[config.mk]
export PLATFORM = sky130hd
export DESIGN_NAME = cpu_sideband_error_init_logic
export DESIGN_NICKNAME = d
export VERILOG_FILES = /design/src/hw/csei_pkg.sv /design/src/hw/cpu_sideband_error_init_logic.sv
export VERILOG_INCLUDE_DIRS = /design/src /design/src/hw
export SDC_FILE = /design/constraint.sdc
export NUM_CORES = 1
export LEC_CHECK = 0
export ABC_CLOCK_PERIOD_IN_PS = 6400
export BUFFER_PORTS_ARGS = -buffer_cell sky130_fd_sc_hd__buf_4
export CAP_MARGIN = 10
export CORE_UTILIZATION = 40
export CTS_CLUSTER_DIAMETER = 100
export DETAILED_ROUTE_END_ITERATION = 10
export GPL_TIMING_DRIVEN = 0
export HOLD_SLACK_MARGIN = 0.05
export PLACE_DENSITY_LB_ADDON = 0.3
export SETUP_SLACK_MARGIN = 0.3
export SLEW_MARGIN = 10
export SYNTH_ARGS = -nofsm -noshare
export SYNTH_HDL_FRONTEND = slang
export SYNTH_SLANG_ARGS = --single-unit
[constraint.sdc]
create_clock -name core_clk -period 6.4 [get_ports core_clk]
set_input_delay 0.96 -clock core_clk [delete_from_list [all_inputs] [get_ports core_clk]]
set_output_delay 0.96 -clock core_clk [all_outputs]
set_load 0.01 [all_outputs]
[src/hw/csei_regs.svh]
// Register offsets, field positions and reset values of the sideband unit
`ifndef CSEI_REGS_SVH
`define CSEI_REGS_SVH
// Register byte offsets
`define CSEI_CTRL_OFF     12'h000
`define CSEI_STATUS_OFF   12'h004
`define CSEI_MASK_OFF     12'h008
`define CSEI_STATE_OFF    12'h00C
`define CSEI_VECTOR_OFF   12'h010
// Control register fields
`define CSEI_CTRL_NATIVE_BIT 0
`define CSEI_CTRL_LIC_BIT    1
`define CSEI_CTRL_ERR_BIT    2
`define CSEI_CTRL_FPERR_BIT  3
`define CSEI_CTRL_FPOP_BIT   4
`define CSEI_CTRL_STALL_BIT  5
`define CSEI_CTRL_RESET      32'h0000_0002
// Event bits of status and mask
`define CSEI_EV_INTERR  0
`define CSEI_EV_FPEXC   1
`define CSEI_EV_INIT    2
`define CSEI_EV_IRQ     3
`define CSEI_EV_NMI     4
`define CSEI_EV_BITS    5
`define CSEI_MASK_RESET 5'h00
// Default reset vector
`define CSEI_VECTOR_RESET 32'hFFFF_FFF0
// AXI responses
`define CSEI_RESP_OKAY   2'h0
`define CSEI_RESP_SLVERR 2'h2
`endif

[src/hw/csei_pkg.sv]
// Types shared by the sideband error and init unit
package csei_pkg;
	// Asynchronous sideband inputs, sampled as one group
	typedef struct packed {
		logic initReq;
		logic ignoreNumericErrorIn;
		logic localIrqPinOne;
		logic localIrqPinZero;
	} csei_async_t;
	// Snoop result driven onto the bus
	typedef struct packed {
		logic snoopHit;
		logic snoopHitModified;
	} csei_snoop_t;
	// Bus cycle kinds issued by the unit
	typedef enum logic [1:0] {
		CSEI_CYC_NONE = 2'h0,
		CSEI_CYC_BUS_CYCLE_A = 2'h1
	} csei_cycle_t;
	// Soft init sequencer states
	typedef enum logic [2:0] {
		CSEI_RUN   = 3'b001,
		CSEI_INIT  = 3'b010,
		CSEI_FETCH = 3'b100
	} csei_state_t;
endpackage

[src/hw/cpu_sideband_error_init_logic.sv]
// Sideband error, numeric error, soft init and local interrupt unit
//
// Local design decisions: the placing of the registers and the AXI4-Lite interface to the registers.
`timescale 1ns/10ps
`include "csei_regs.svh"
module cpu_sideband_error_init_logic
	import csei_pkg::*;
(
	input  wire logic        core_clk,            // Bus clock
	input  wire logic        resetn,              // Async reset, active low
	// AXI4-Lite slave
	input  wire logic [11:0] s_axi_awaddr,
	input  wire logic        s_axi_awvalid,
	output logic             s_axi_awready,
	input  wire logic [31:0] s_axi_wdata,
	input  wire logic [3:0]  s_axi_wstrb,
	input  wire logic        s_axi_wvalid,
	output logic             s_axi_wready,
	output logic [1:0]       s_axi_bresp,
	output logic             s_axi_bvalid,
	input  wire logic        s_axi_bready,
	input  wire logic [11:0] s_axi_araddr,
	input  wire logic        s_axi_arvalid,
	output logic             s_axi_arready,
	output logic [31:0]      s_axi_rdata,
	output logic [1:0]       s_axi_rresp,
	output logic             s_axi_rvalid,
	input  wire logic        s_axi_rready,
	// Sideband pins, asynchronous
	input  wire csei_async_t asyncIn,
	// Core side
	input  wire logic        internalErrorEvent,  // One-cycle error pulse
	input  wire logic        snoopReq,            // Snoop request pulse
	input  wire logic        snoopNeedsStall,     // Snoop lookup not ready
	input  wire logic        snoopHitLine,        // Line present
	input  wire logic        snoopDirtyLine,      // Line modified
	// Pin side outputs
	output csei_snoop_t      snoopOut,            // Snoop result
	output logic             internal_error_out,  // Held error, active high
	output csei_cycle_t      busCycle,            // Bus cycle request
	output logic             maskable_irq,        // Maskable irq request
	output logic             nmiOut,              // Nonmaskable irq
	output logic [1:0]       local_irq_pins,      // Pins to controller
	output logic             intRegReset,         // Integer regs reset
	output logic             cacheInvalidate,     // Cache invalidate pulse
	output logic             fetchStart,          // Fetch restart pulse
	output logic [31:0]      fetchVector,         // Fetch address
	output logic             irq                  // Unit interrupt
);
	// ======================================================
	// Reset release
	// ======================================================
	logic rstMeta_r, rstSync_r, rstn;
	// Async assert, synchronous release
	always_ff @(posedge core_clk or negedge resetn)
	begin
		if (!resetn)
		begin
			rstMeta_r <= 1'b0;
			rstSync_r <= 1'b0;
		end
		else
		begin
			rstMeta_r <= 1'b1;
			rstSync_r <= rstMeta_r;
		end
	end
	assign rstn = rstSync_r;

	// ======================================================
	// Input synchronisers
	// ======================================================
	csei_async_t asyncMeta_r, asyncSync_r;
	// Two stages per pin; only the second is used
	always_ff @(posedge core_clk or negedge rstn)
	begin
		if (!rstn)
		begin
			asyncMeta_r <= '0;
			asyncSync_r <= '0;
		end
		else
		begin
			asyncMeta_r <= asyncIn;
			asyncSync_r <= asyncMeta_r;
		end
	end

	// ======================================================
	// Registers and state
	// ======================================================
	logic [31:0]             ctrl_r, ctrl_nxt;        // Control bits
	logic [`CSEI_EV_BITS-1:0] status_r, status_nxt;   // Sticky events
	logic [`CSEI_EV_BITS-1:0] mask_r, mask_nxt;       // Event enables
	logic [31:0]             vector_r, vector_nxt;    // Reset vector
	logic                    intErr_r, intErr_nxt;    // Held error
	logic                    cyc_r, cyc_nxt;          // Cycle pending
	logic                    initPrev_r, initPrev_nxt;
	logic                    fpExc_r, fpExc_nxt;      // Exception pulse
	csei_state_t             state_r, state_nxt;
	csei_snoop_t             snoop_r, snoop_nxt;
	logic                    cacheInv_r, cacheInv_nxt;
	// AXI state
	logic        awHeld_r, awHeld_nxt, wHeld_r, wHeld_nxt;
	logic [11:0] awAddr_r, awAddr_nxt;
	logic [31:0] wData_r, wData_nxt;
	logic [3:0]  wStrb_r, wStrb_nxt;
	logic        bValid_r, bValid_nxt, rValid_r, rValid_nxt;
	logic [1:0]  bResp_r, bResp_nxt, rResp_r, rResp_nxt;
	logic [31:0] rData_r, rData_nxt;

	// Helpers
	logic nativeErr, licEn, fpPending, fpOp, initEdge, doWrite, doRead;
	logic [`CSEI_EV_BITS-1:0] events;
	logic [31:0] wMask;
	assign nativeErr = ctrl_r[`CSEI_CTRL_NATIVE_BIT];
	assign licEn     = ctrl_r[`CSEI_CTRL_LIC_BIT];
	assign fpPending = ctrl_r[`CSEI_CTRL_FPERR_BIT];
	assign fpOp      = ctrl_r[`CSEI_CTRL_FPOP_BIT];
	assign initEdge  = asyncSync_r.initReq & ~initPrev_r;
	assign doWrite   = awHeld_r & wHeld_r & ~bValid_r;
	assign doRead    = s_axi_arvalid & ~rValid_r;
	assign s_axi_awready = ~awHeld_r & ~bValid_r;
	assign s_axi_wready  = ~wHeld_r & ~bValid_r;
	assign s_axi_arready = ~rValid_r;

	// Write strobe mask over all four lanes
	for (genvar g = 0; g < 4; g++)
	begin : g_lane
		assign wMask[g*8 +: 8] = {8{wStrb_r[g]}};
	end

	// ======================================================
	// Core behaviour next state
	// ======================================================
	// Error, numeric error, init sequencer and snoop
	always_comb
	begin
		intErr_nxt   = intErr_r;
		cyc_nxt      = 1'b0;
		fpExc_nxt    = 1'b0;
		state_nxt    = state_r;
		initPrev_nxt = asyncSync_r.initReq;
		cacheInv_nxt = 1'b0;
		snoop_nxt    = '0;
		// Error is held; only reset clears it
		if (internalErrorEvent || ctrl_r[`CSEI_CTRL_ERR_BIT])
		begin
			intErr_nxt = 1'b1;
			cyc_nxt    = ~intErr_r; // One bus_cycle_a cycle, for the first error until reset
		end
		// Ignore input masks only while native bit clear
		if (fpOp && fpPending)
			fpExc_nxt = nativeErr | ~asyncSync_r.ignoreNumericErrorIn;
		// Soft init sequencer
		unique case (state_r)
			CSEI_RUN:
				if (initEdge)
					state_nxt = CSEI_INIT;
			CSEI_INIT:
				if (!asyncSync_r.initReq)
					state_nxt = CSEI_FETCH;
			CSEI_FETCH:
				state_nxt = CSEI_RUN;
			default:
				state_nxt = CSEI_RUN;
		endcase
		// Snoops answered in every state, init included
		if (snoopReq)
		begin
			if (snoopNeedsStall || ctrl_r[`CSEI_CTRL_STALL_BIT])
				snoop_nxt = '{snoopHit: 1'b1, snoopHitModified: 1'b1};
			else
				// Dirty hit shows modified alone, never a stall
				snoop_nxt = '{snoopHit: snoopHitLine & ~snoopDirtyLine,
				              snoopHitModified: snoopDirtyLine};
		end
	end

	// Registered core state
	always_ff @(posedge core_clk or negedge rstn)
	begin
		if (!rstn)
		begin
			intErr_r   <= 1'b0;
			cyc_r      <= 1'b0;
			fpExc_r    <= 1'b0;
			state_r    <= CSEI_RUN;
			initPrev_r <= 1'b0;
			cacheInv_r <= 1'b1; // Invalidate without writeback
			snoop_r    <= '0;
		end
		else
		begin
			intErr_r   <= intErr_nxt;
			cyc_r      <= cyc_nxt;
			fpExc_r    <= fpExc_nxt;
			state_r    <= state_nxt;
			initPrev_r <= initPrev_nxt;
			cacheInv_r <= cacheInv_nxt;
			snoop_r    <= snoop_nxt;
		end
	end

	// Events feeding the sticky status
	assign events[`CSEI_EV_INTERR] = intErr_nxt & ~intErr_r;
	assign events[`CSEI_EV_FPEXC] = fpExc_nxt;
	assign events[`CSEI_EV_INIT]  = initEdge;
	assign events[`CSEI_EV_IRQ]   = ~licEn & asyncSync_r.localIrqPinZero;
	assign events[`CSEI_EV_NMI]   = ~licEn & asyncSync_r.localIrqPinOne;

	// ======================================================
	// Register file and AXI4-Lite next state
	// ======================================================
	always_comb
	begin
		ctrl_nxt   = ctrl_r;
		mask_nxt   = mask_r;
		vector_nxt = vector_r;
		status_nxt = status_r;
		awHeld_nxt = awHeld_r | (s_axi_awvalid & s_axi_awready);
		wHeld_nxt  = wHeld_r | (s_axi_wvalid & s_axi_wready);
		awAddr_nxt = (s_axi_awvalid & s_axi_awready) ? s_axi_awaddr : awAddr_r;
		wData_nxt  = (s_axi_wvalid & s_axi_wready) ? s_axi_wdata : wData_r;
		wStrb_nxt  = (s_axi_wvalid & s_axi_wready) ? s_axi_wstrb : wStrb_r;
		bValid_nxt = bValid_r & ~s_axi_bready;
		bResp_nxt  = bResp_r;
		rValid_nxt = rValid_r & ~s_axi_rready;
		rResp_nxt  = rResp_r;
		rData_nxt  = rData_r;
		// Float op strobe self-clears after one cycle
		ctrl_nxt[`CSEI_CTRL_FPOP_BIT] = 1'b0;
		if (doWrite)
		begin
			awHeld_nxt = 1'b0;
			wHeld_nxt  = 1'b0;
			bValid_nxt = 1'b1;
			bResp_nxt  = `CSEI_RESP_OKAY;
			unique case (awAddr_r)
				`CSEI_CTRL_OFF:   ctrl_nxt = (ctrl_r & ~wMask) | (wData_r & wMask);
				`CSEI_MASK_OFF:   mask_nxt = (mask_r & ~wMask[4:0])
				                           | (wData_r[4:0] & wMask[4:0]);
				`CSEI_VECTOR_OFF: vector_nxt = (vector_r & ~wMask)
				                             | (wData_r & wMask);
				`CSEI_STATUS_OFF, `CSEI_STATE_OFF: ;
				default: bResp_nxt = `CSEI_RESP_SLVERR;
			endcase
		end
		if (doRead)
		begin
			rValid_nxt = 1'b1;
			rResp_nxt  = `CSEI_RESP_OKAY;
			rData_nxt  = 32'h0000_0000;
			unique case (s_axi_araddr)
				`CSEI_CTRL_OFF:   rData_nxt = ctrl_r;
				`CSEI_MASK_OFF:   rData_nxt[4:0] = mask_r;
				`CSEI_VECTOR_OFF: rData_nxt = vector_r;
				`CSEI_STATE_OFF:  rData_nxt = {25'h0, state_r,
				                               asyncSync_r.ignoreNumericErrorIn,
				                               licEn, nativeErr, intErr_r};
				`CSEI_STATUS_OFF:
				begin
					rData_nxt[4:0] = status_r;
					status_nxt     = '0; // Read clears
				end
				default: rResp_nxt = `CSEI_RESP_SLVERR;
			endcase
		end
		// Set wins over clear-on-read
		status_nxt = status_nxt | events;
		// Soft init leaves vector and cache control alone
		if (state_r == CSEI_INIT)
			ctrl_nxt[`CSEI_CTRL_FPOP_BIT] = 1'b0;
	end

	// Registered register file and bus state
	always_ff @(posedge core_clk or negedge rstn)
	begin
		if (!rstn)
		begin
			ctrl_r   <= `CSEI_CTRL_RESET; // Controller on by default
			mask_r   <= `CSEI_MASK_RESET;
			vector_r <= `CSEI_VECTOR_RESET;
			status_r <= '0;
			awHeld_r <= 1'b0;
			wHeld_r  <= 1'b0;
			awAddr_r <= 12'h000;
			wData_r  <= 32'h0000_0000;
			wStrb_r  <= 4'h0;
			bValid_r <= 1'b0;
			bResp_r  <= 2'h0;
			rValid_r <= 1'b0;
			rResp_r  <= 2'h0;
			rData_r  <= 32'h0000_0000;
		end
		else
		begin
			ctrl_r   <= ctrl_nxt;
			mask_r   <= mask_nxt;
			vector_r <= vector_nxt;
			status_r <= status_nxt;
			awHeld_r <= awHeld_nxt;
			wHeld_r  <= wHeld_nxt;
			awAddr_r <= awAddr_nxt;
			wData_r  <= wData_nxt;
			wStrb_r  <= wStrb_nxt;
			bValid_r <= bValid_nxt;
			bResp_r  <= bResp_nxt;
			rValid_r <= rValid_nxt;
			rResp_r  <= rResp_nxt;
			rData_r  <= rData_nxt;
		end
	end

	// ======================================================
	// Outputs
	// ======================================================
	assign s_axi_bvalid       = bValid_r;
	assign s_axi_bresp        = bResp_r;
	assign s_axi_rvalid       = rValid_r;
	assign s_axi_rresp        = rResp_r;
	assign s_axi_rdata        = rData_r;
	assign snoopOut           = snoop_r;
	assign internal_error_out = intErr_r;
	assign busCycle           = cyc_r ? CSEI_CYC_BUS_CYCLE_A : CSEI_CYC_NONE;
	// Fallback routing when controller disabled
	assign maskable_irq   = ~licEn & asyncSync_r.localIrqPinZero;
	assign nmiOut         = ~licEn & asyncSync_r.localIrqPinOne;
	assign local_irq_pins = licEn ? {asyncSync_r.localIrqPinOne,
	                                 asyncSync_r.localIrqPinZero} : 2'h0;
	assign intRegReset     = (state_r == CSEI_INIT);
	assign cacheInvalidate = cacheInv_r;
	assign fetchStart      = (state_r == CSEI_FETCH);
	assign fetchVector     = vector_r;
	assign irq             = |(status_r & mask_r);

	// ======================================================
	// Assertions
	// ======================================================
	property p_errHeld;
		@(posedge core_clk) disable iff (!rstn)
		intErr_r |=> intErr_r;
	endproperty
	a_errHeld: assert property (p_errHeld)
		else $error("internal error output dropped before reset");

	property p_bus_cycle_a;
		@(posedge core_clk) disable iff (!rstn)
		$rose(intErr_r) |-> busCycle == CSEI_CYC_BUS_CYCLE_A ##1
		                  busCycle == CSEI_CYC_NONE;
	endproperty
	a_bus_cycle_a: assert property (p_bus_cycle_a)
		else $error("no single bus_cycle_a cycle with error");

	property p_ignore;
		@(posedge core_clk) disable iff (!rstn)
		(fpOp && fpPending && !nativeErr && asyncSync_r.ignoreNumericErrorIn)
		|=> !fpExc_r;
	endproperty
	a_ignore: assert property (p_ignore)
		else $error("exception raised while numeric error ignored");

	property p_except;
		@(posedge core_clk) disable iff (!rstn)
		(fpOp && fpPending &&
		 (nativeErr || !asyncSync_r.ignoreNumericErrorIn))
		|=> fpExc_r;
	endproperty
	a_except: assert property (p_except)
		else $error("missing numeric exception");

	property p_stall;
		@(posedge core_clk) disable iff (!rstn)
		(snoopReq && snoopNeedsStall) |=> snoopOut == 2'b11;
	endproperty
	a_stall: assert property (p_stall)
		else $error("snoop stall not signalled on both lines");

	property p_snoopInit;
		@(posedge core_clk) disable iff (!rstn)
		(snoopReq && state_r == CSEI_INIT && !snoopNeedsStall &&
		 !ctrl_r[`CSEI_CTRL_STALL_BIT])
		|=> snoopOut == {$past(snoopHitLine) & ~$past(snoopDirtyLine),
		                 $past(snoopDirtyLine)};
	endproperty
	a_snoopInit: assert property (p_snoopInit)
		else $error("snoop not serviced during soft init");

	property p_fetch;
		@(posedge core_clk) disable iff (!rstn)
		(state_r == CSEI_INIT && !asyncSync_r.initReq)
		|=> fetchStart && fetchVector == vector_r ##1 !fetchStart;
	endproperty
	a_fetch: assert property (p_fetch)
		else $error("fetch not restarted after soft init");

	property p_fallback;
		@(posedge core_clk) disable iff (!rstn)
		!licEn |-> maskable_irq == asyncSync_r.localIrqPinZero &&
		           nmiOut == asyncSync_r.localIrqPinOne &&
		           local_irq_pins == 2'h0;
	endproperty
	a_fallback: assert property (p_fallback)
		else $error("pins not routed as maskable and nonmaskable");

	property p_sync;
		@(posedge core_clk) disable iff (!rstn)
		$rose(asyncIn.initReq) ##1 asyncIn.initReq
		|-> !asyncSync_r.initReq ##1 asyncSync_r.initReq;
	endproperty
	a_sync: assert property (p_sync)
		else $error("synchroniser latency not two cycles");
endmodule

== Yosys cells after proc, flatten, opt, wreduce, memory -nomap -nowiden ==
Index checks and enable logic that the tools add are counted.
Widths: inputs -> output; s select.

* Eq/ne operators: 13
* Bitwise operators: 40
* Reduce and logical (&&, ||, !) cells: 12
* Mux-type cells: 23

{| class="wikitable"
|+ Operators with widths
! cell !! number
|-
| $and 32x32->32 || 3
|-
| $pmux 27 s3 || 1
|-
| $or 32x32->32 || 2
|-
| $eq 12x4->1 const B || 4
|-
| $not 32->32 || 1
|-
| $pmux 5 s5 || 1
|-
| $eq 12x3->1 const B || 2
|-
| $eq 12x5->1 const B || 2
|-
| $logic_not 12->1 || 2
|-
| $mux 5 || 4
|-
| $and 5x5->5 || 3
|-
| $reduce_or 5->1 || 3
|-
| $and 1x1->1 || 14
|-
| $not 1->1 || 11
|-
| $mux 2 || 5
|-
| $or 5x5->5 || 2
|-
| $mux 1 || 9
|-
| $reduce_and 2->1 || 4
|-
| $mux 3 || 2
|-
| $pmux 3 s2 || 1
|-
| $not 5->5 || 1
|-
| $ne 2x2->1 const B || 2
|-
| $eq 3x1->1 const B || 1
|-
| $eq 3x2->1 const B || 1
|-
| other kinds (4) || 7
|}

* Register bits after elaboration: 181
* Logic and storage cells: 120
* Bits of input ports: 76
* Output and inout bits: 86

== Longest topological paths before layout ==
* Depth after elaboration: 6
* Depth in mapped cells: 6
* Gate-level depth less buffers: 4

== Worst setup path after synthesis ==
Ideal clock, no wire load.

* Path kind: input to register
* Start: input port s_axi_araddr[8]
* End: register status_r[1]
* Setup time: 0.122 ns
* Path buffers: 0
* Data required time: 6.278 ns
* Stages: 4
* Setup slack: 3.911 ns
* Data arrival time: 2.367 ns
* Cell sequence: or4_4 > nor3_2 > nand3_2 > a32o_1

* Longest elaborated chain between the ends: 4

{| class="wikitable"
|+ Ends and longest elaborated chain
! what !! RTL line !! RTL
|-
| from (decl) || cpu_sideband_error_init_logic.sv:22 || <nowiki>input wire logic [11:0] s_axi_araddr,</nowiki>
|-
| $eq 12x3->1 || cpu_sideband_error_init_logic.sv:254 || <nowiki>unique case (s_axi_araddr)</nowiki>
|-
| $mux 5 || cpu_sideband_error_init_logic.sv:254 ||
|-
| $mux 5 || cpu_sideband_error_init_logic.sv:249 || <nowiki>if (doRead)</nowiki>
|-
| $or 5x5->5 || cpu_sideband_error_init_logic.sv:270 || <nowiki>status_nxt = status_nxt | events;</nowiki>
|-
| named net status_nxt[1] || cpu_sideband_error_init_logic.sv:93 || <nowiki>logic [`CSEI_EV_BITS-1:0] status_r, status_nxt;</nowiki>
|-
| to (signal assigned) || cpu_sideband_error_init_logic.sv:301 || <nowiki>status_r <= status_nxt;</nowiki>
|-
| to (decl) || cpu_sideband_error_init_logic.sv:93 ||
|}

The timed path passes the listed nets, and every way through them passes these cells.
A chain may end at the register's enable or synchronous reset.

== Worst setup path after layout ==
Ends and elaborated chain as after synthesis.

==> impl_metrics.ini <==
[outcome]
outcome = finished clean

[pwr]
switching_share_pct = 26.3
irDropWorstVdd_v = 0.000180
p_seq_share_pct = 47.8
power_density_nw_per_um2 = 324
combPwrFrac_pct = 16.6
internal_power_uw = 2280
p_leak_uw = 0.00438
pwr-share-clk_pct = 35.6
switchingPower_uw = 810

[drt]
wirelength_mm = 17.0
via_count = 4825
drt-wirelength-per-cell_um = 18.2
drt_iter0_drc = 252
vias_per_cell = 5.17
post-route-drc-count = 0
drtAntennaViolNets = 0
dr.pass1.iters = 5

[global_route]
antenna_found_initial = 0
grt_pass1_vias = 4997
grt_first_pass_wirelength_mm = 26.6
grt_usage_pct = 18.8
grt_most_used_layer = met2
grt_use_met1_pct = 24.5
use_met3_pct = 4.23
grt_max_degree = 69
use_met2_pct = 30.7
grt-ovfl-total = 0

[yosys]
ys_seq_area_share_pct = 61.2
synthArstFlopShare_pct = 100
syn_area_per_cell_um2 = 14.4
yosys_warnings = 0
synth_cell_types = 48
synthCells = 512
synth_edf_count = 0
yosys-top-cells-area = dfrtp_1, mux2_2, dfstp_2
synth_top_area_share_pct = 50.2
synthesis.area_um2 = 7380
yosys_register_bits = 179
synth_flop_cell = dfrtp_1
yosys.area.top_type = dfrtp_1

[die]
start_util_pct = 40.9
core-area_um2 = 18000
die_w_um = 138
dieArea_um2 = 19000
io_pins = 162
die_y_um = 138
num_rows = 49

[cts]
cts_tree = done
cts-htree-levels = 4
clkSinkCount = 179
cts_buffers = 17
clockBufferDepth = 2
postCtsSetupBuffers = 0
ctsResizeCount = 0
clk_latency_ns = 0.42
clkTransAtPathRegs_ns = 0.07
cts_hold_buf = 0
clockRootBuffer = clkbuf_16

[sta]
final-setup-viol-count = 0
slew_viol_final = 0
rsz0062_at_grt = false
finalClockSkew_ns = 0.00921
hold_violations = 0
tightest_slew_ns = 0.769
min_period_ns = 2.48
period_share_pct = 38.7
slew_headroom_pct = 48.5
max_freq_mhz = 403
whs_ns = 0.305

[final_layout]
seqCellArea_um2 = 4520
post_route_cells_drive_above_1_share_pct = 53.9
antenna_cells = 0
nets = 768
multi_input_comb_area_um2 = 2680
n_fill_cell = 1568
postLayoutCoreUtil_pct = 52.9
area.growth.synth_to_final_pct = 29.2

[place]
io_buffers = 156
gp_congestion = 0.821
dp_hpwl_mm = 12.3

[worst_setup_path]
reg2reg_from = awAddr_r[1]$_DFFE_PN0P_
crit_type = input pin to flip-flop
regToRegSetupSlack_ns = 3.99
worstPathMaxFanout = 9
cp-start-kind = input pin
required_ns = 6.70
reg2reg_depth = 5
crit_path_end_kind = flip-flop
arrival_ns = 2.78

[flow_run]
drv_cap = 0

[worst_hold_path]
hp-class = input pin to asynchronous set/reset pin
-- logic make-up after synthesis --
family,count (synthesis),synth area share (%)
multiplexers,122,19.2
AO/OA/AOI/OAI,83,7.58
flip-flops,179,61.2
buffers and inverters,30,2.59
AND/OR/NAND/NOR,96,9.31
other,2,0.102
-- synth_stat cells, drive strengths merged (5+ instances only) --
master and n:
o21ai 29, and2 5, a22oi 29, buf 17, clkbuf 9, nor4b 8
nor2b 5, dfrtp 148, nor2 19, dfstp 31, nand2 31, a21o 5
or3 5, mux2 117
-- layout make-up --
class                           instances  share of cell area [%]
Timing Repair Buffer                  158                    12.9
Clock inverter                         10                    1.53
Clock buffer                           22                    5.08
Inverter                                4                   0.157
Buffer                                 26                    1.85
Multi-Input combinational cell        306                    28.1
Sequential cell                       179                    47.4
Tap cell                              229                    3.00
-- how the worst max path moves through the flow --
| stage | from | end | cells past startpoint |
|---|---|---|---|
| after CTS | s_axi_araddr[8] | s_axi_rdata[13]$_DFFE_PN0P_ | 6 |
| after floorplan | rstSync_r$_DFF_PN0_ | asynchronous set/reset pin | 0 |
| after global placement | rstSync_r$_DFF_PN0_ | wData_r[29]$_DFFE_PN0P_ | 0 |
| after detailed placement | s_axi_araddr[8] | s_axi_rdata[26]$_DFFE_PN0P_ | 6 |
| final | s_axi_araddr[8] | status_r[1]$_DFF_PN0_ | 5 |
| after global routing | s_axi_araddr[8] | s_axi_rdata[26]$_DFFE_PN0P_ | 6 |
-- critical path, cell delays in order --
cell     delay [ns]
buf_4          0.11
or4_4          0.60
nor3_2         0.59
nand3_2        0.25
a32o_1         0.27
-- cells in the final DEF (no fill, tap or decap), drive strengths merged, types with 5 or more instances in the layout --
master / n
or3: 5
nor2b: 5
dfrtp: 148
conb: 5
buf: 175
clkinv: 5
nand2: 31
and2: 5
dfstp: 31
mux2: 117
nor2: 19
a22oi: 29
clkbuf: 31
o21ai: 29
nor4b: 8
inv: 6
a21o: 5
-- through the flow --
step                cells  total power (uW)  cell area [um2]  setup WS, ns  setup TNS (ns)
finish                934              3090             9540          3.92               0
global route          934              3230             9540          3.76               0
CTS                   934              3120             9540          3.93               0
detailed placement    902              2020             8910          3.48               0
global placement      900              1980             8850        -0.633          -90.74
floorplan             515              1820             7390          1.10               0
-- power by group through the flow --
stage               sequential (uW)  clock (uW)  combinational (uW)
detailed placement             1500           0                 523
global route                   1500        1170                 561
CTS                            1480        1120                 525
finish                         1470        1100                 513
global placement               1490           0                 486
floorplan                      1460           0                 356
-- routing by layer --
layer | share of wire (%) | vias up
met1 | 43 | 2472
li1 | - | 2216
met5 | 0 | -
met2 | 50 | 121
met3 | 5.2 | 16
met4 | 1.3 | 0
(Power assumes the default switching activity.)
